===== src/hdl/clock_monitor_pkg.sv =====
// package of constants for the main clock deviation monitor
// assumes a single pclk domain and an apb register port
package clock_monitor_pkg;
   localparam logic [11:0] ctrl_off       = 12'h000;
   localparam logic [11:0] status_off     = 12'h004;
   localparam logic [11:0] mask_off       = 12'h008;
   localparam logic [11:0] average_off    = 12'h00c;
   localparam logic [11:0] range_lo_off   = 12'h010;
   localparam logic [11:0] range_hi_off   = 12'h014;
   localparam logic [11:0] last_count_off = 12'h018;
   // ctrl fields
   localparam int ctrl_start_bit   = 0;
   localparam int ctrl_nmi_en_bit  = 1;
   localparam int ctrl_tol_lsb     = 8;
   localparam int tol_width        = 7;
   // status / mask fields
   localparam int st_learn_done_bit = 0;
   localparam int st_deviation_bit  = 1;
   localparam int st_osc_stop_bit   = 2;
   localparam int st_width          = 3;
   // reset values
   localparam logic [tol_width-1:0] tol_reset  = 7'h05;
   localparam logic [st_width-1:0]  mask_reset = 3'h0;
   localparam logic                 nmi_en_reset = 1'b1;
   // timing
   localparam int learn_windows   = 255;
   localparam int ref_div_default = 8;
   localparam int stop_limit      = 64;
   localparam int count_width     = 24;
   typedef enum logic [1:0] {idle_st, learn_st, watch_st} mon_state_t;
endpackage : clock_monitor_pkg


===== src/hdl/clock_deviation_monitor.sv =====
// main clock deviation monitor with oscillation-stop detection and apb registers
// assumes pclk is the main clock as seen by this block, the slow reference
// arrives as an asynchronous level, and the watchdog keeps that oscillator running
//
// Functional notes
// - a running average of main-clock counts per reference window is kept.
// - during learning the deviation check is off and no deviation error can be raised.
// - learning ends with an interrupt after 255 divided reference windows.
// - on that first interrupt the range comes from the average and checking turns on.
// - later interrupts mean the last count left the range, for the error handler.
// - only deviation from the learned start value is judged, no absolute check.
// - stop detection is active straight out of power-on reset.
// - a main clock stop switches to the reference oscillator and raises an nmi.
// - only the main clock is watched for stopping, never the reference.
//
// Added by the designer: the APB slave port and the placing of the registers.
`timescale 1ns/1ns
module clock_deviation_monitor #(
   parameter int ref_div = clock_monitor_pkg::ref_div_default
) (
   input  wire logic        pclk,
   input  wire logic        presetn,
   input  wire logic        psel,
   input  wire logic        penable,
   input  wire logic        pwrite,
   input  wire logic [11:0] paddr,
   input  wire logic [31:0] pwdata,
   output logic      [31:0] prdata,
   output logic             pready,
   output logic             pslverr,
   input  wire logic        slow_ref_osc,
   input  wire logic        main_clk_alive,
   output logic             irq,
   output logic             nmi,
   output logic             use_slow_clock
);
   localparam int cw = clock_monitor_pkg::count_width;

   // ---------------------------------------------
   // helpers
   // ---------------------------------------------
   // scale a count by percent / 100
   function automatic logic [cw-1:0] pct_of(input logic [cw-1:0] v,
                                            input logic [clock_monitor_pkg::tol_width-1:0] p);
      logic [cw+7:0] prod;
      prod = v * p;
      return cw'(prod / 100);
   endfunction : pct_of

   // ---------------------------------------------
   // input synchronisers
   // ---------------------------------------------
   logic ref_s;
   logic alive_s;
   logic ref_d_r;
   logic ref_edge;
   logic window_tick;

   clk_sync ref_sync (
      .pclk     (pclk),
      .presetn  (presetn),
      .async_in (slow_ref_osc),
      .sync_out (ref_s)
   );
   clk_sync alive_sync (
      .pclk     (pclk),
      .presetn  (presetn),
      .async_in (main_clk_alive),
      .sync_out (alive_s)
   );
   assign ref_edge = ref_s & ~ref_d_r;
   window_divider #(.div(ref_div)) windows (
      .pclk        (pclk),
      .presetn     (presetn),
      .ref_edge    (ref_edge),
      .window_tick (window_tick)
   );

   // ---------------------------------------------
   // registers and state
   // ---------------------------------------------
   clock_monitor_pkg::mon_state_t state_r, state_nxt;
   logic [cw-1:0] count_r, count_nxt;
   logic [cw-1:0] avg_r, avg_nxt;
   logic [cw-1:0] lo_r, lo_nxt;
   logic [cw-1:0] hi_r, hi_nxt;
   logic [cw-1:0] last_r, last_nxt;
   logic [7:0]    win_r, win_nxt;
   logic [clock_monitor_pkg::tol_width-1:0] tol_r, tol_nxt;
   logic          nmi_en_r, nmi_en_nxt;
   logic [clock_monitor_pkg::st_width-1:0] status_r, status_nxt;
   logic [clock_monitor_pkg::st_width-1:0] mask_r, mask_nxt;
   logic [15:0]   stop_cnt_r, stop_cnt_nxt;
   logic          stopped_r, stopped_nxt;
   logic [31:0]   prdata_nxt;
   logic          wr_acc;
   logic          rd_acc;
   logic          mapped;
   logic [clock_monitor_pkg::st_width-1:0] ev;
   logic          stop_ev;
   logic [cw+1:0] avg_sum;

   assign wr_acc = psel & penable & pwrite;
   assign rd_acc = psel & ~penable & ~pwrite;

   always_comb begin
      case (paddr)
         clock_monitor_pkg::ctrl_off, clock_monitor_pkg::status_off,
         clock_monitor_pkg::mask_off, clock_monitor_pkg::average_off,
         clock_monitor_pkg::range_lo_off, clock_monitor_pkg::range_hi_off,
         clock_monitor_pkg::last_count_off: mapped = 1'b1;
         default: mapped = 1'b0;
      endcase
   end

   // ---------------------------------------------
   // monitor state machine
   // ---------------------------------------------
   always_comb begin
      state_nxt  = state_r;
      count_nxt  = count_r;
      avg_nxt    = avg_r;
      lo_nxt     = lo_r;
      hi_nxt     = hi_r;
      last_nxt   = last_r;
      win_nxt    = win_r;
      tol_nxt    = tol_r;
      nmi_en_nxt = nmi_en_r;
      mask_nxt   = mask_r;
      ev         = '0;
      avg_sum    = '0;
      ev[clock_monitor_pkg::st_osc_stop_bit] = stop_ev;
      // count main clock cycles in each window, saturating
      if (window_tick) begin
         count_nxt = '0;
      end else if (count_r != {cw{1'b1}}) begin
         count_nxt = count_r + 1'b1;
      end
      case (state_r)
         clock_monitor_pkg::idle_st: begin
         end
         clock_monitor_pkg::learn_st: begin
            if (window_tick) begin
               last_nxt = count_r;
               avg_sum  = {2'b00, avg_r} + {2'b00, count_r};
               avg_nxt  = (win_r == 8'h00) ? count_r : cw'(avg_sum >> 1);
               win_nxt  = win_r + 8'h01;
               if (win_r == 8'(clock_monitor_pkg::learn_windows - 1)) begin
                  ev[clock_monitor_pkg::st_learn_done_bit] = 1'b1;
                  lo_nxt    = avg_nxt - pct_of(avg_nxt, tol_r);
                  hi_nxt    = avg_nxt + pct_of(avg_nxt, tol_r);
                  state_nxt = clock_monitor_pkg::watch_st;
               end
            end
         end
         clock_monitor_pkg::watch_st: begin
            if (window_tick) begin
               last_nxt = count_r;
               // deviation out of range, relative to learned value
               if (count_r < lo_r || count_r > hi_r) begin
                  ev[clock_monitor_pkg::st_deviation_bit] = 1'b1;
               end
            end
         end
         default: state_nxt = clock_monitor_pkg::idle_st;
      endcase
      if (wr_acc && paddr == clock_monitor_pkg::ctrl_off) begin
         tol_nxt    = pwdata[clock_monitor_pkg::ctrl_tol_lsb +: clock_monitor_pkg::tol_width];
         nmi_en_nxt = pwdata[clock_monitor_pkg::ctrl_nmi_en_bit];
         if (pwdata[clock_monitor_pkg::ctrl_start_bit]) begin
            state_nxt = clock_monitor_pkg::learn_st;
            win_nxt   = 8'h00;
            avg_nxt   = '0;
            lo_nxt    = '0;
            hi_nxt    = '0;
         end
      end
      if (wr_acc && paddr == clock_monitor_pkg::mask_off) begin
         mask_nxt = pwdata[clock_monitor_pkg::st_width-1:0];
      end
   end

   // ---------------------------------------------
   // oscillation stop detect
   // ---------------------------------------------
   // a missing activity toggle for stop_limit reference edges means stopped;
   // counted on the reference since the main clock itself may be gone
   logic alive_d_r;
   always_comb begin
      stop_cnt_nxt = stop_cnt_r;
      stopped_nxt  = stopped_r;
      // only main clock activity is watched
      if (alive_s != alive_d_r) begin
         stop_cnt_nxt = 16'h0000;
      end else if (ref_edge && !stopped_r) begin
         stop_cnt_nxt = stop_cnt_r + 16'h0001;
      end
      // armed from reset, switch to reference clock
      if (stop_cnt_r == 16'(clock_monitor_pkg::stop_limit)) begin
         stopped_nxt = 1'b1;
      end
      stop_ev = stopped_nxt & ~stopped_r;
   end

   // stays switched until reset; there is no software path back
   always_ff @(posedge pclk or negedge presetn) begin
      if (!presetn) begin
         stop_cnt_r <= 16'h0000;
         stopped_r  <= 1'b0;
         alive_d_r  <= 1'b0;
      end else begin
         stop_cnt_r <= stop_cnt_nxt;
         stopped_r  <= stopped_nxt;
         alive_d_r  <= alive_s;
      end
   end

   // ---------------------------------------------
   // status, interrupts and read data
   // ---------------------------------------------
   always_comb begin
      status_nxt = status_r;
      if (wr_acc && paddr == clock_monitor_pkg::status_off) begin
         status_nxt = status_r & ~pwdata[clock_monitor_pkg::st_width-1:0];
      end
      // set wins over write-one clear
      status_nxt = status_nxt | ev;
      prdata_nxt = prdata;
      if (rd_acc) begin
         case (paddr)
            clock_monitor_pkg::ctrl_off: prdata_nxt = 32'({tol_r, 6'h00, nmi_en_r, 1'b0}) |
                                                      32'({state_r, 16'h0000});
            clock_monitor_pkg::status_off:     prdata_nxt = 32'(status_r);
            clock_monitor_pkg::mask_off:       prdata_nxt = 32'(mask_r);
            clock_monitor_pkg::average_off:    prdata_nxt = 32'(avg_r);
            clock_monitor_pkg::range_lo_off:   prdata_nxt = 32'(lo_r);
            clock_monitor_pkg::range_hi_off:   prdata_nxt = 32'(hi_r);
            clock_monitor_pkg::last_count_off: prdata_nxt = 32'(last_r);
            default:                           prdata_nxt = 32'h0000_0000;
         endcase
      end
   end

   // registered pins, so nothing on them can glitch
   always_ff @(posedge pclk or negedge presetn) begin
      if (!presetn) begin
         status_r       <= '0;
         prdata         <= 32'h0000_0000;
         pready         <= 1'b0;
         pslverr        <= 1'b0;
         irq            <= 1'b0;
         nmi            <= 1'b0;
         use_slow_clock <= 1'b0;
      end else begin
         status_r       <= status_nxt;
         prdata         <= prdata_nxt;
         pready         <= psel & ~penable;
         pslverr        <= psel & ~penable & ~mapped;
         irq            <= |(status_nxt[1:0] & mask_nxt[1:0]);
         // nmi for stop, gated by nmi enable
         nmi            <= status_nxt[clock_monitor_pkg::st_osc_stop_bit] & nmi_en_nxt;
         use_slow_clock <= stopped_nxt;
      end
   end

   // ---------------------------------------------
   // monitor registers
   // ---------------------------------------------
   always_ff @(posedge pclk or negedge presetn) begin
      if (!presetn) begin
         state_r        <= clock_monitor_pkg::idle_st;
         count_r        <= '0;
         avg_r          <= '0;
         lo_r           <= '0;
         hi_r           <= '0;
         last_r         <= '0;
         win_r          <= 8'h00;
         tol_r          <= clock_monitor_pkg::tol_reset;
         nmi_en_r       <= clock_monitor_pkg::nmi_en_reset;
         mask_r         <= clock_monitor_pkg::mask_reset;
         ref_d_r        <= 1'b0;
      end else begin
         state_r        <= state_nxt;
         count_r        <= count_nxt;
         avg_r          <= avg_nxt;
         lo_r           <= lo_nxt;
         hi_r           <= hi_nxt;
         last_r         <= last_nxt;
         win_r          <= win_nxt;
         tol_r          <= tol_nxt;
         nmi_en_r       <= nmi_en_nxt;
         mask_r         <= mask_nxt;
         ref_d_r        <= ref_s;
      end
   end
endmodule : clock_deviation_monitor


===== src/hdl/clk_sync.sv =====
// two flip-flop synchroniser for a level from another domain
// assumes destination clock pclk and async active-low reset
`timescale 1ns/1ns
module clk_sync (
   input  wire logic pclk,
   input  wire logic presetn,
   input  wire logic async_in,
   output logic      sync_out
);
   logic meta_r;
   always_ff @(posedge pclk or negedge presetn) begin
      if (!presetn) begin
         meta_r   <= 1'b0;
         sync_out <= 1'b0;
      end else begin
         meta_r   <= async_in;
         sync_out <= meta_r;
      end
   end
endmodule : clk_sync


===== src/hdl/window_divider.sv =====
// divides synchronised reference edges into one-cycle window pulses
// assumes the reference edge pulse is already in the pclk domain
`timescale 1ns/1ns
module window_divider #(
   parameter int div = 8
) (
   input  wire logic pclk,
   input  wire logic presetn,
   input  wire logic ref_edge,
   output logic      window_tick
);
   logic [15:0] cnt_r;
   logic [15:0] cnt_nxt;
   logic        tick_nxt;
   always_comb begin
      cnt_nxt  = cnt_r;
      tick_nxt = 1'b0;
      if (ref_edge) begin
         if (cnt_r == 16'(div - 1)) begin
            cnt_nxt  = 16'h0000;
            tick_nxt = 1'b1;
         end else begin
            cnt_nxt = cnt_r + 16'h0001;
         end
      end
   end
   always_ff @(posedge pclk or negedge presetn) begin
      if (!presetn) begin
         cnt_r       <= 16'h0000;
         window_tick <= 1'b0;
      end else begin
         cnt_r       <= cnt_nxt;
         window_tick <= tick_nxt;
      end
   end
endmodule : window_divider


===== config.mk =====
export PLATFORM = sky130hd
export DESIGN_NAME = clock_deviation_monitor
export DESIGN_NICKNAME = d
export VERILOG_FILES = /design/src/hdl/clock_monitor_pkg.sv /design/src/hdl/clock_deviation_monitor.sv /design/src/hdl/clk_sync.sv /design/src/hdl/window_divider.sv
export SDC_FILE = /design/constraint.sdc
export NUM_CORES = 1
export LEC_CHECK = 0
export CORE_MARGIN = 2
export CORE_UTILIZATION = 29
export CTS_CLUSTER_DIAMETER = 40
export DETAILED_ROUTE_END_ITERATION = 8
export DONT_BUFFER_PORTS = 1
export GPL_TIMING_DRIVEN = 0
export SETUP_SLACK_MARGIN = 0.5
export SLEW_MARGIN = 20
export SYNTH_ARGS = -nofsm -noshare
export SYNTH_HDL_FRONTEND = slang
export SYNTH_SLANG_ARGS = --single-unit

===== constraint.sdc =====
create_clock -name pclk -period 31.1 [get_ports pclk]
set_clock_uncertainty 0.1 [all_clocks]
set_input_delay 3.11 -clock pclk [delete_from_list [all_inputs] [get_ports pclk]]
set_output_delay 3.11 -clock pclk [all_outputs]
set_load 0.01 [all_outputs]

==> results of run 1 <==
-- area by class of cell --
type | count | area, sq um
fill | 9064 | 58000
tap | 1155 | 1450
clock buffer | 33 | 761
clock inverter | 21 | 185
sequential | 212 | 5310
multi-input combinational | 2445 | 18900
antenna | 1 | 2.50
timing repair buffer | 32 | 240
buffer | 135 | 632
inverter | 227 | 857
-- what timing repair did --
action | 4_1_cts | 5_1_grt
gates resized for setup | 0 | 107
endpoints found under the setup margin | 0 | 22
setup buffers | 0 | 32
-- worst min path at each step --
stage	from	end	cells after the start
after floorplan	alive_sync.meta_r	alive_sync.sync_out	0
after global placement	alive_sync.meta_r	alive_sync.sync_out	0
after detailed placement	alive_sync.meta_r	alive_sync.sync_out	0
after CTS	alive_sync.meta_r	alive_sync.sync_out	0
after global routing	alive_sync.meta_r	alive_sync.sync_out	0
final	alive_sync.meta_r	alive_sync.sync_out	0
-- per-layer routing --
layer  track usage (%)  share of wire, %  vias up
met5                 0             0.018        -
met4              2.87               1.7        2
met3              1.20               4.8       86
met2              26.8                48      603
met1              22.4                46    11000
li1                  -                 -    10900
-- flip-flops by register name (all words and copies together) (netlist names), 2 cells and up --
| name | cells |
|---|---|
| avg_r | 24 |
| count_r | 24 |
| hi_r | 24 |
| last_r | 24 |
| lo_r | 24 |
| prdata | 24 |
| stop_cnt_r | 16 |
| windows.cnt_r | 16 |
| win_r | 8 |
| tol_r | 7 |
| mask_r | 3 |
| status_r | 3 |
| state_r | 2 |
-- through the flow --
stage	hold slack, ns	worst slack, ns	util, %	cells
after global placement	0.237	0.890	30.8	4174
after floorplan	0.231	5.60	-	3019
after detailed placement	0.247	0.812	30.9	4174
after CTS	0.254	0.670	32.0	4228
after global routing	0.279	0.305	32.9	4260
final	0.252	2.21	32.9	4261
-- cell usage after synthesis, drive strengths merged (43+ instances only) --
cell type    n
a211oi      50
a21oi      223
and2       153
buf         48
clkbuf      87
dfrtp      209
fa         112
ha         176
inv        227
mux2        43
nand2      271
nand3       61
nor2       264
nor3        72
o211ai      43
o21ai      134
o21bai      57
xnor2      139
xor2        56
-- worst max-delay path, delay by kind of cell, from the launching register on --
family	cells	cell delay (ns)
AOI/OAI and AO/OA	76	14.72
xor gates and xnor gates	5	1.03
adders and majority gates	9	3.72
buffers and inverters	15	2.27
DFF	1	0.43
muxes	3	0.96
and+or+nand+nor	22	5.50
-- cell families (layout without fill, tap and decap cells) --
kind of cell / Yosys count / in the layout / synth area share [%]
fa+ha+maj: 299 / 299 / 18.1
buf+inv: 362 / 448 / 5.89
compound gates: 835 / 835 / 24.0
flops: 212 / 212 / 21.1
mux: 81 / 81 / 3.52
xor+xnor: 195 / 195 / 7.15
other cells: 1 / 9 / 0.0149
simple gates: 1027 / 1027 / 20.2
-- power by group --
group	switching (mW)	total, mW	internal [mW]
combinational	0.826	1.37	0.541
sequential	0.0188	0.307	0.288
clock	0.136	0.324	0.188
==> results.md, run 1 <==
* Ranking of synthesized cells by area: dfrtp_1, fa_1, ha_1
* Layout net count at 3421
* Achievable frequency at 34.6 MHz
* PnR Total Power at 2.00 mW
* # setup viols final at 0
* First-pass GRT wire length at 118 mm
* Die X at 299 um
* Number of global-route vias before repair at 21600
* Average wire per standard cell at around 17 um
* Overall global routing resource usage at between 15 and 20%
* Crit path to: hi_r[23]
* Largest area contributor in the netlist: dfrtp_1
* Initial antenna violation count at 2
* Initial DRC count at 1622
* Crit path kind: flip-flop to flip-flop
* Cells after synthesis at approximately 3000
* CP max FO at 10
* Area delta synth->final at 12.8%
* I/O Buffers at 0
* Grt ovf at 0
* Reg2Reg Launch Point: count_r[0]
* Initial core utilization at 29.1%
* Commonest cells after routing, fill and taps aside: nand2_1, nor2_1, inv_1
* FFs w/ async S/R, synth at 100%
* Tcrit/Tclk final at between 90% and 100%
* Max Root-Sink Buffers at 3
* CP dominant cell by count: a21oi_1
* Critical Path Start: count_r[0]
* Detailed placer's ending HPWL at 57.0 mm
* FF-to-FF End: hi_r[23]
* Leakage at 12.8 nW
* Antenna Nets Post-Route at 0
* Cells on worst reg2reg path at 130
* Worst R2R Setup Slack at 2.21 ns
* Commonest non-fill, non-tap cell in the layout: nand2_1
* Pwr Density at 70.4 mW/mm^2
* Max-cap violation count at 0
* Final Hold Fails at 0
* Row count at roughly 110
* Worst slew pin tran at 1.23 ns
* Vias at 22600
* Maximum vdd ir drop at 0.106 mV
* Cts bufs inserted at 29
* Synth warnings at 0
* Clk Latency, worst-skew pair at 0.56 ns
* Hold Path Class: flip-flop to flip-flop
* Clock root cell: clkbuf_16
* Num ports at around 90
* Yosys cell types at roughly 130
* Fin. max-slew vios at 0
* RSZ-0062 raised after global routing: false
* Worst path arrival time at 29.27 ns
* Routability Congestion at 0.882
* Seq cells post-synth at 212
* Clock Sinks at around 210
* Crit end category: flip-flop
* Cell Area, Placed at 0.0267 sq mm
* DRC Markers at 0
* Post-synth top area share at 20.8%
* Largest net degree at the start of global routing at 213
* Vias/cell at 5.30
* Post-synthesis sequential area ratio at 21.1%
* Startpoint types: flip-flop
* CORE AREA at 0.0863 sq mm
* Layout cells sized above 1 at 11.9%
* Final Cell Area at 0.0284 sq mm
* Syn avg cell area at 8.35 sq um
* Number of synthesized flops with an enable pin at 0
* Critical path's largest stage delay at between 0.5 and 0.6 ns
* DIE AREA at 0.0891 sq mm
* Slew headroom at 17.3%
* TNS Setup at 0 ns
* Worst-path clk slew at 0.06 ns
* CTS H-tree lvls at 1
* Tmin final at 28.89 ns
* Status: finished, final reports clean
* Final wirelength at 73.1 mm
* Post-synthesis cell area at between 0.02 and 0.03 sq mm
* TritonCTS clock tree: yes
* Overall die height at 299 um
* Critical Path RT at 31.47 ns
* Hold-fix buffers at CTS at 0
* Top FF cell, synth: dfrtp_1
* CP max stage cell: fa_1
* First-pass DRT Iterations at 6
No activity file was read; power rests on OpenSTA's default activity.
==> run 2: changes to the inputs <==
--- a/config.mk
+++ b/config.mk
@@ -5,12 +5,13 @@
 export SDC_FILE = /design/constraint.sdc
 export NUM_CORES = 1
 export LEC_CHECK = 0
+export ABC_AREA = 1
 export CORE_MARGIN = 2
 export CORE_UTILIZATION = 29
 export CTS_CLUSTER_DIAMETER = 40
 export DETAILED_ROUTE_END_ITERATION = 8
 export DONT_BUFFER_PORTS = 1
-export GPL_TIMING_DRIVEN = 0
+export GPL_TIMING_DRIVEN = 1
 export SETUP_SLACK_MARGIN = 0.5
 export SLEW_MARGIN = 20
 export SYNTH_ARGS = -nofsm -noshare
==> run 2 against run 1 <==
Against the previous run: synthesized area shrank 7.2%; synthesized cell count grew 10%; first-iteration DRC count shrank 19%; utilization down 0.72 points; critical endpoint is now hi_r[22]; largest cell class unchanged; highest routed layer unchanged.
==> results.md, run 2 <==
* Status: finished, final reports clean (unchanged)
* Final wirelength at 62.2 mm (was 73.1 mm)
* Overall die height at 288 um (was 299 um)
* Num ports at 88 (unchanged)
* Worst hold start: alive_sync.meta_r (unchanged)
* Slew headroom at 33.2% (was 17.3%)
* Commonest non-fill, non-tap cell in the layout: nand2_1 (unchanged)
* Commonest cells after routing, fill and taps aside: nand2_1, inv_1, nor2_1 (was nand2_1, nor2_1, inv_1)
* Hold Path Depth at 0 (unchanged)
* Clk Latency, worst-skew pair at 0.55 ns (was 0.56 ns)
* Die X at 288 um (was 299 um)
* Row count at 104 (was 108)
* WP buf/inv at 12 (was 15)
* Worst R2R Setup Slack at 6.83 ns (was 2.21 ns)
* Startpoint types: flip-flop (unchanged)
* RSZ-0062 raised after global routing: false (unchanged)
* Overall global routing resource usage at 15.0% (was 15.9%)
* Layout net count at 3649 (was 3421)
* Clock root cell: clkbuf_16 (unchanged)
* Tmin final at 24.27 ns (was 28.89 ns)
* Vias at 21100 (was 22600)
* Worst-path clk slew at 0.06 ns (about the same)
* Tcrit/Tclk final at 78.0% (was 92.9%)
* Post-CTS Resized at 0 (unchanged)
* Final Hold Fails at 0 (unchanged)
* CP dominant cell by count: nand2_1 (was a21oi_1)
* Post-synthesis cell area at 0.0233 sq mm (was 0.0252 sq mm)
* FFs w/ async S/R, synth at 100% (unchanged)
* Seq cells post-synth at 212 (unchanged)
* # setup viols final at 0 (unchanged)
* Hold Crit Endpoint: alive_sync.sync_out (unchanged)
* Synth warnings at 0 (unchanged)
* FF-to-FF End: hi_r[22] (was hi_r[23])
* DRC Markers at 0 (unchanged)
* TritonCTS clock tree: yes (unchanged)
* Detailed placer's ending HPWL at 48.7 mm (was 57.0 mm)
* Syn avg cell area at 7.03 sq um (was 8.35 sq um)
* Post-synth top area share at 22.4% (was 20.8%)
* Average wire per standard cell at 14.2 um (was 17.1 um)
* Cell family with most CP delay: simple AND/OR/NAND/NOR gates (was compound AO/OA/AOI/OAI gates)
* Achievable frequency at 41.2 MHz (was 34.6 MHz)
* Hold Path Class: flip-flop to flip-flop (unchanged)
* CTS H-tree lvls at 2 (was 1)
* Vias/cell at 4.80 (was 5.30)
* Pre-CTS setup slack at 6.94 ns (was 0.812 ns)
* Worst path arrival time at 24.58 ns (was 29.27 ns)
* Grt ovf at 0 (unchanged)
* Area delta synth->final at 10.4% (was 12.8%)
* Final worst slack at 6.83 ns (was 2.21 ns)
* Crit path kind: flip-flop to flip-flop (unchanged)
* Cts bufs inserted at 37 (was 29)
* Reg2Reg Launch Point: count_r[2] (was count_r[0])
* First-pass DRT Iterations at 6 (unchanged)
* Initial core utilization at 29.1% (about the same)
* Critical path's largest stage delay at 0.55 ns (was 0.56 ns)
* Cell types with the highest counts after synthesis: nand2_1, inv_1, nor2_1, o21ai_0, dfrtp_1 (was nand2_1, nor2_1, a21oi_1, inv_1, dfrtp_1)
* TNS Setup at 0 ns (unchanged)
* Clock Sinks at 212 (unchanged)
* Initial DRC count at 1320 (was 1622)
* Largest net degree at the start of global routing at 213 (unchanged)
* Post-synthesis sequential area ratio at 22.7% (was 21.1%)
* Top FF cell, synth: dfrtp_1 (unchanged)
* Largest area contributor in the netlist: dfrtp_1 (unchanged)
* DIE AREA at 0.0828 sq mm (was 0.0891 sq mm)
* Layout cells sized above 1 at 10.2% (was 11.9%)
* Worst slew pin tran at 0.991 ns (was 1.23 ns)
* Hold-fix buffers at CTS at 0 (unchanged)
* Routability Congestion at 0.870 (was 0.882)
* First-pass GRT wire length at 102 mm (was 118 mm)
* Antenna Cells at 0 (was 1)
* CP max stage cell: fa_1 (unchanged)
* Number of global-route vias before repair at 20300 (was 21600)
* Cells on worst reg2reg path at 181 (was 130)
* Max-cap violation count at 0 (unchanged)
* I/O Buffers at 0 (unchanged)
* Antenna Nets Post-Route at 0 (unchanged)
* CORE AREA at 0.0802 sq mm (was 0.0863 sq mm)
* Crit end category: flip-flop (unchanged)
* Setup Fix Bufs, Post-CTS at 0 (unchanged)
* Fin. max-slew vios at 0 (unchanged)
* Count leader, synth: nand2_1 (unchanged)
* Critical Path RT at 31.41 ns (was 31.47 ns)
* Max Root-Sink Buffers at 3 (unchanged)
* Ranking of synthesized cells by area: dfrtp_1, nand2_1, fa_1 (was dfrtp_1, fa_1, ha_1)
* Yosys cell types at 62 (was 127)
* Number of synthesized flops with an enable pin at 0 (unchanged)
* Initial antenna violation count at 6 (was 2)
* Cells after synthesis at 3319 (was 3012)
* CP max FO at 8 (was 10)
run 2: cell types whose count changed after synthesis, moves of 44 or more:
cell,delta
nor2_1,+44
and2_1,-148
inv_1,+353
nand2_1,+356
nand3_1,+133
xnor2_1,-109
nand2_2,+87
o21ai_0,+114
run 2: worst max path at each step:
stage                          end  startpoint  cells after the start  slack [ns]
after floorplan           hi_r[22]  count_r[2]                    186       11.09
final                     hi_r[22]  count_r[2]                    181        6.83
after global placement    hi_r[22]  count_r[2]                    182        7.15
after CTS                 hi_r[22]  count_r[2]                    180        6.81
after global routing      hi_r[22]  count_r[1]                    187        4.27
after detailed placement  hi_r[22]  count_r[2]                    180        6.94
run 2: per-layer routing:
metal / vias to the layer above / routed length [um] / part of all wire, % / track usage, %
li1: 10700 / - / - / -
met1: 9877 / 29500 / 47 / 20.3
met2: 431 / 27900 / 45 / 24.6
met3: 106 / 3340 / 5.4 / 2.68
met4: 12 / 1440 / 2.3 / 3.90
met5: - / 75 / 0.12 / 0
run 2: final cells by class:
class	instances	area, sq um
Timing Repair Buffer	22	165
Multi-Input combinational cell	2416	15400
Tap cell	1060	1330
Clock buffer	40	967
Inverter	621	2330
Fill cell	8642	54400
Clock inverter	26	246
Sequential cell	212	5310
run 2: through the flow:
| stage | util [%] | cells | cell area, sq um | hold WS [ns] |
|---|---|---|---|---|
| after global placement | 30.6 | 4331 | 24600 | 0.233 |
| final | 32.1 | 4397 | 25800 | 0.233 |
| after detailed placement | 30.6 | 4331 | 24600 | 0.240 |
| after floorplan | - | 3326 | 23400 | 0.231 |
| after CTS | 32.1 | 4397 | 25800 | 0.236 |
| after global routing | 32.1 | 4397 | 25800 | 0.243 |
run 2: worst register-to-register path, delay by kind of cell (launching register included):
kind | cells | cell delay [ns]
and+or+nand+nor | 128 | 14.24
AOI/OAI and AO/OA | 32 | 4.87
DFF | 1 | 0.42
xor gates and xnor gates | 1 | 0.14
buffers and inverters | 12 | 1.12
adders and majority gates | 8 | 3.29
run 2: cells by family (layout without fill, tap and decap cells):
family                   Yosys count  count (layout)  share of synthesized area (%)
AND/OR/NAND/NOR                 1433            1433                           28.9
buffers and inverters            698             709                           11.4
AO/OA/AOI/OAI                    589             589                           14.1
adder cells (fa/ha/maj)          288             288                           19.0
flip-flops                       212             212                           22.7
XOR/XNOR                          94              94                           3.59
multiplexers                       4               4                          0.193
other                              1               8                         0.0161
Power of run 2 is not shown: default switching activity piles up to over one toggle a cycle in this logic, so the estimate is an artifact.
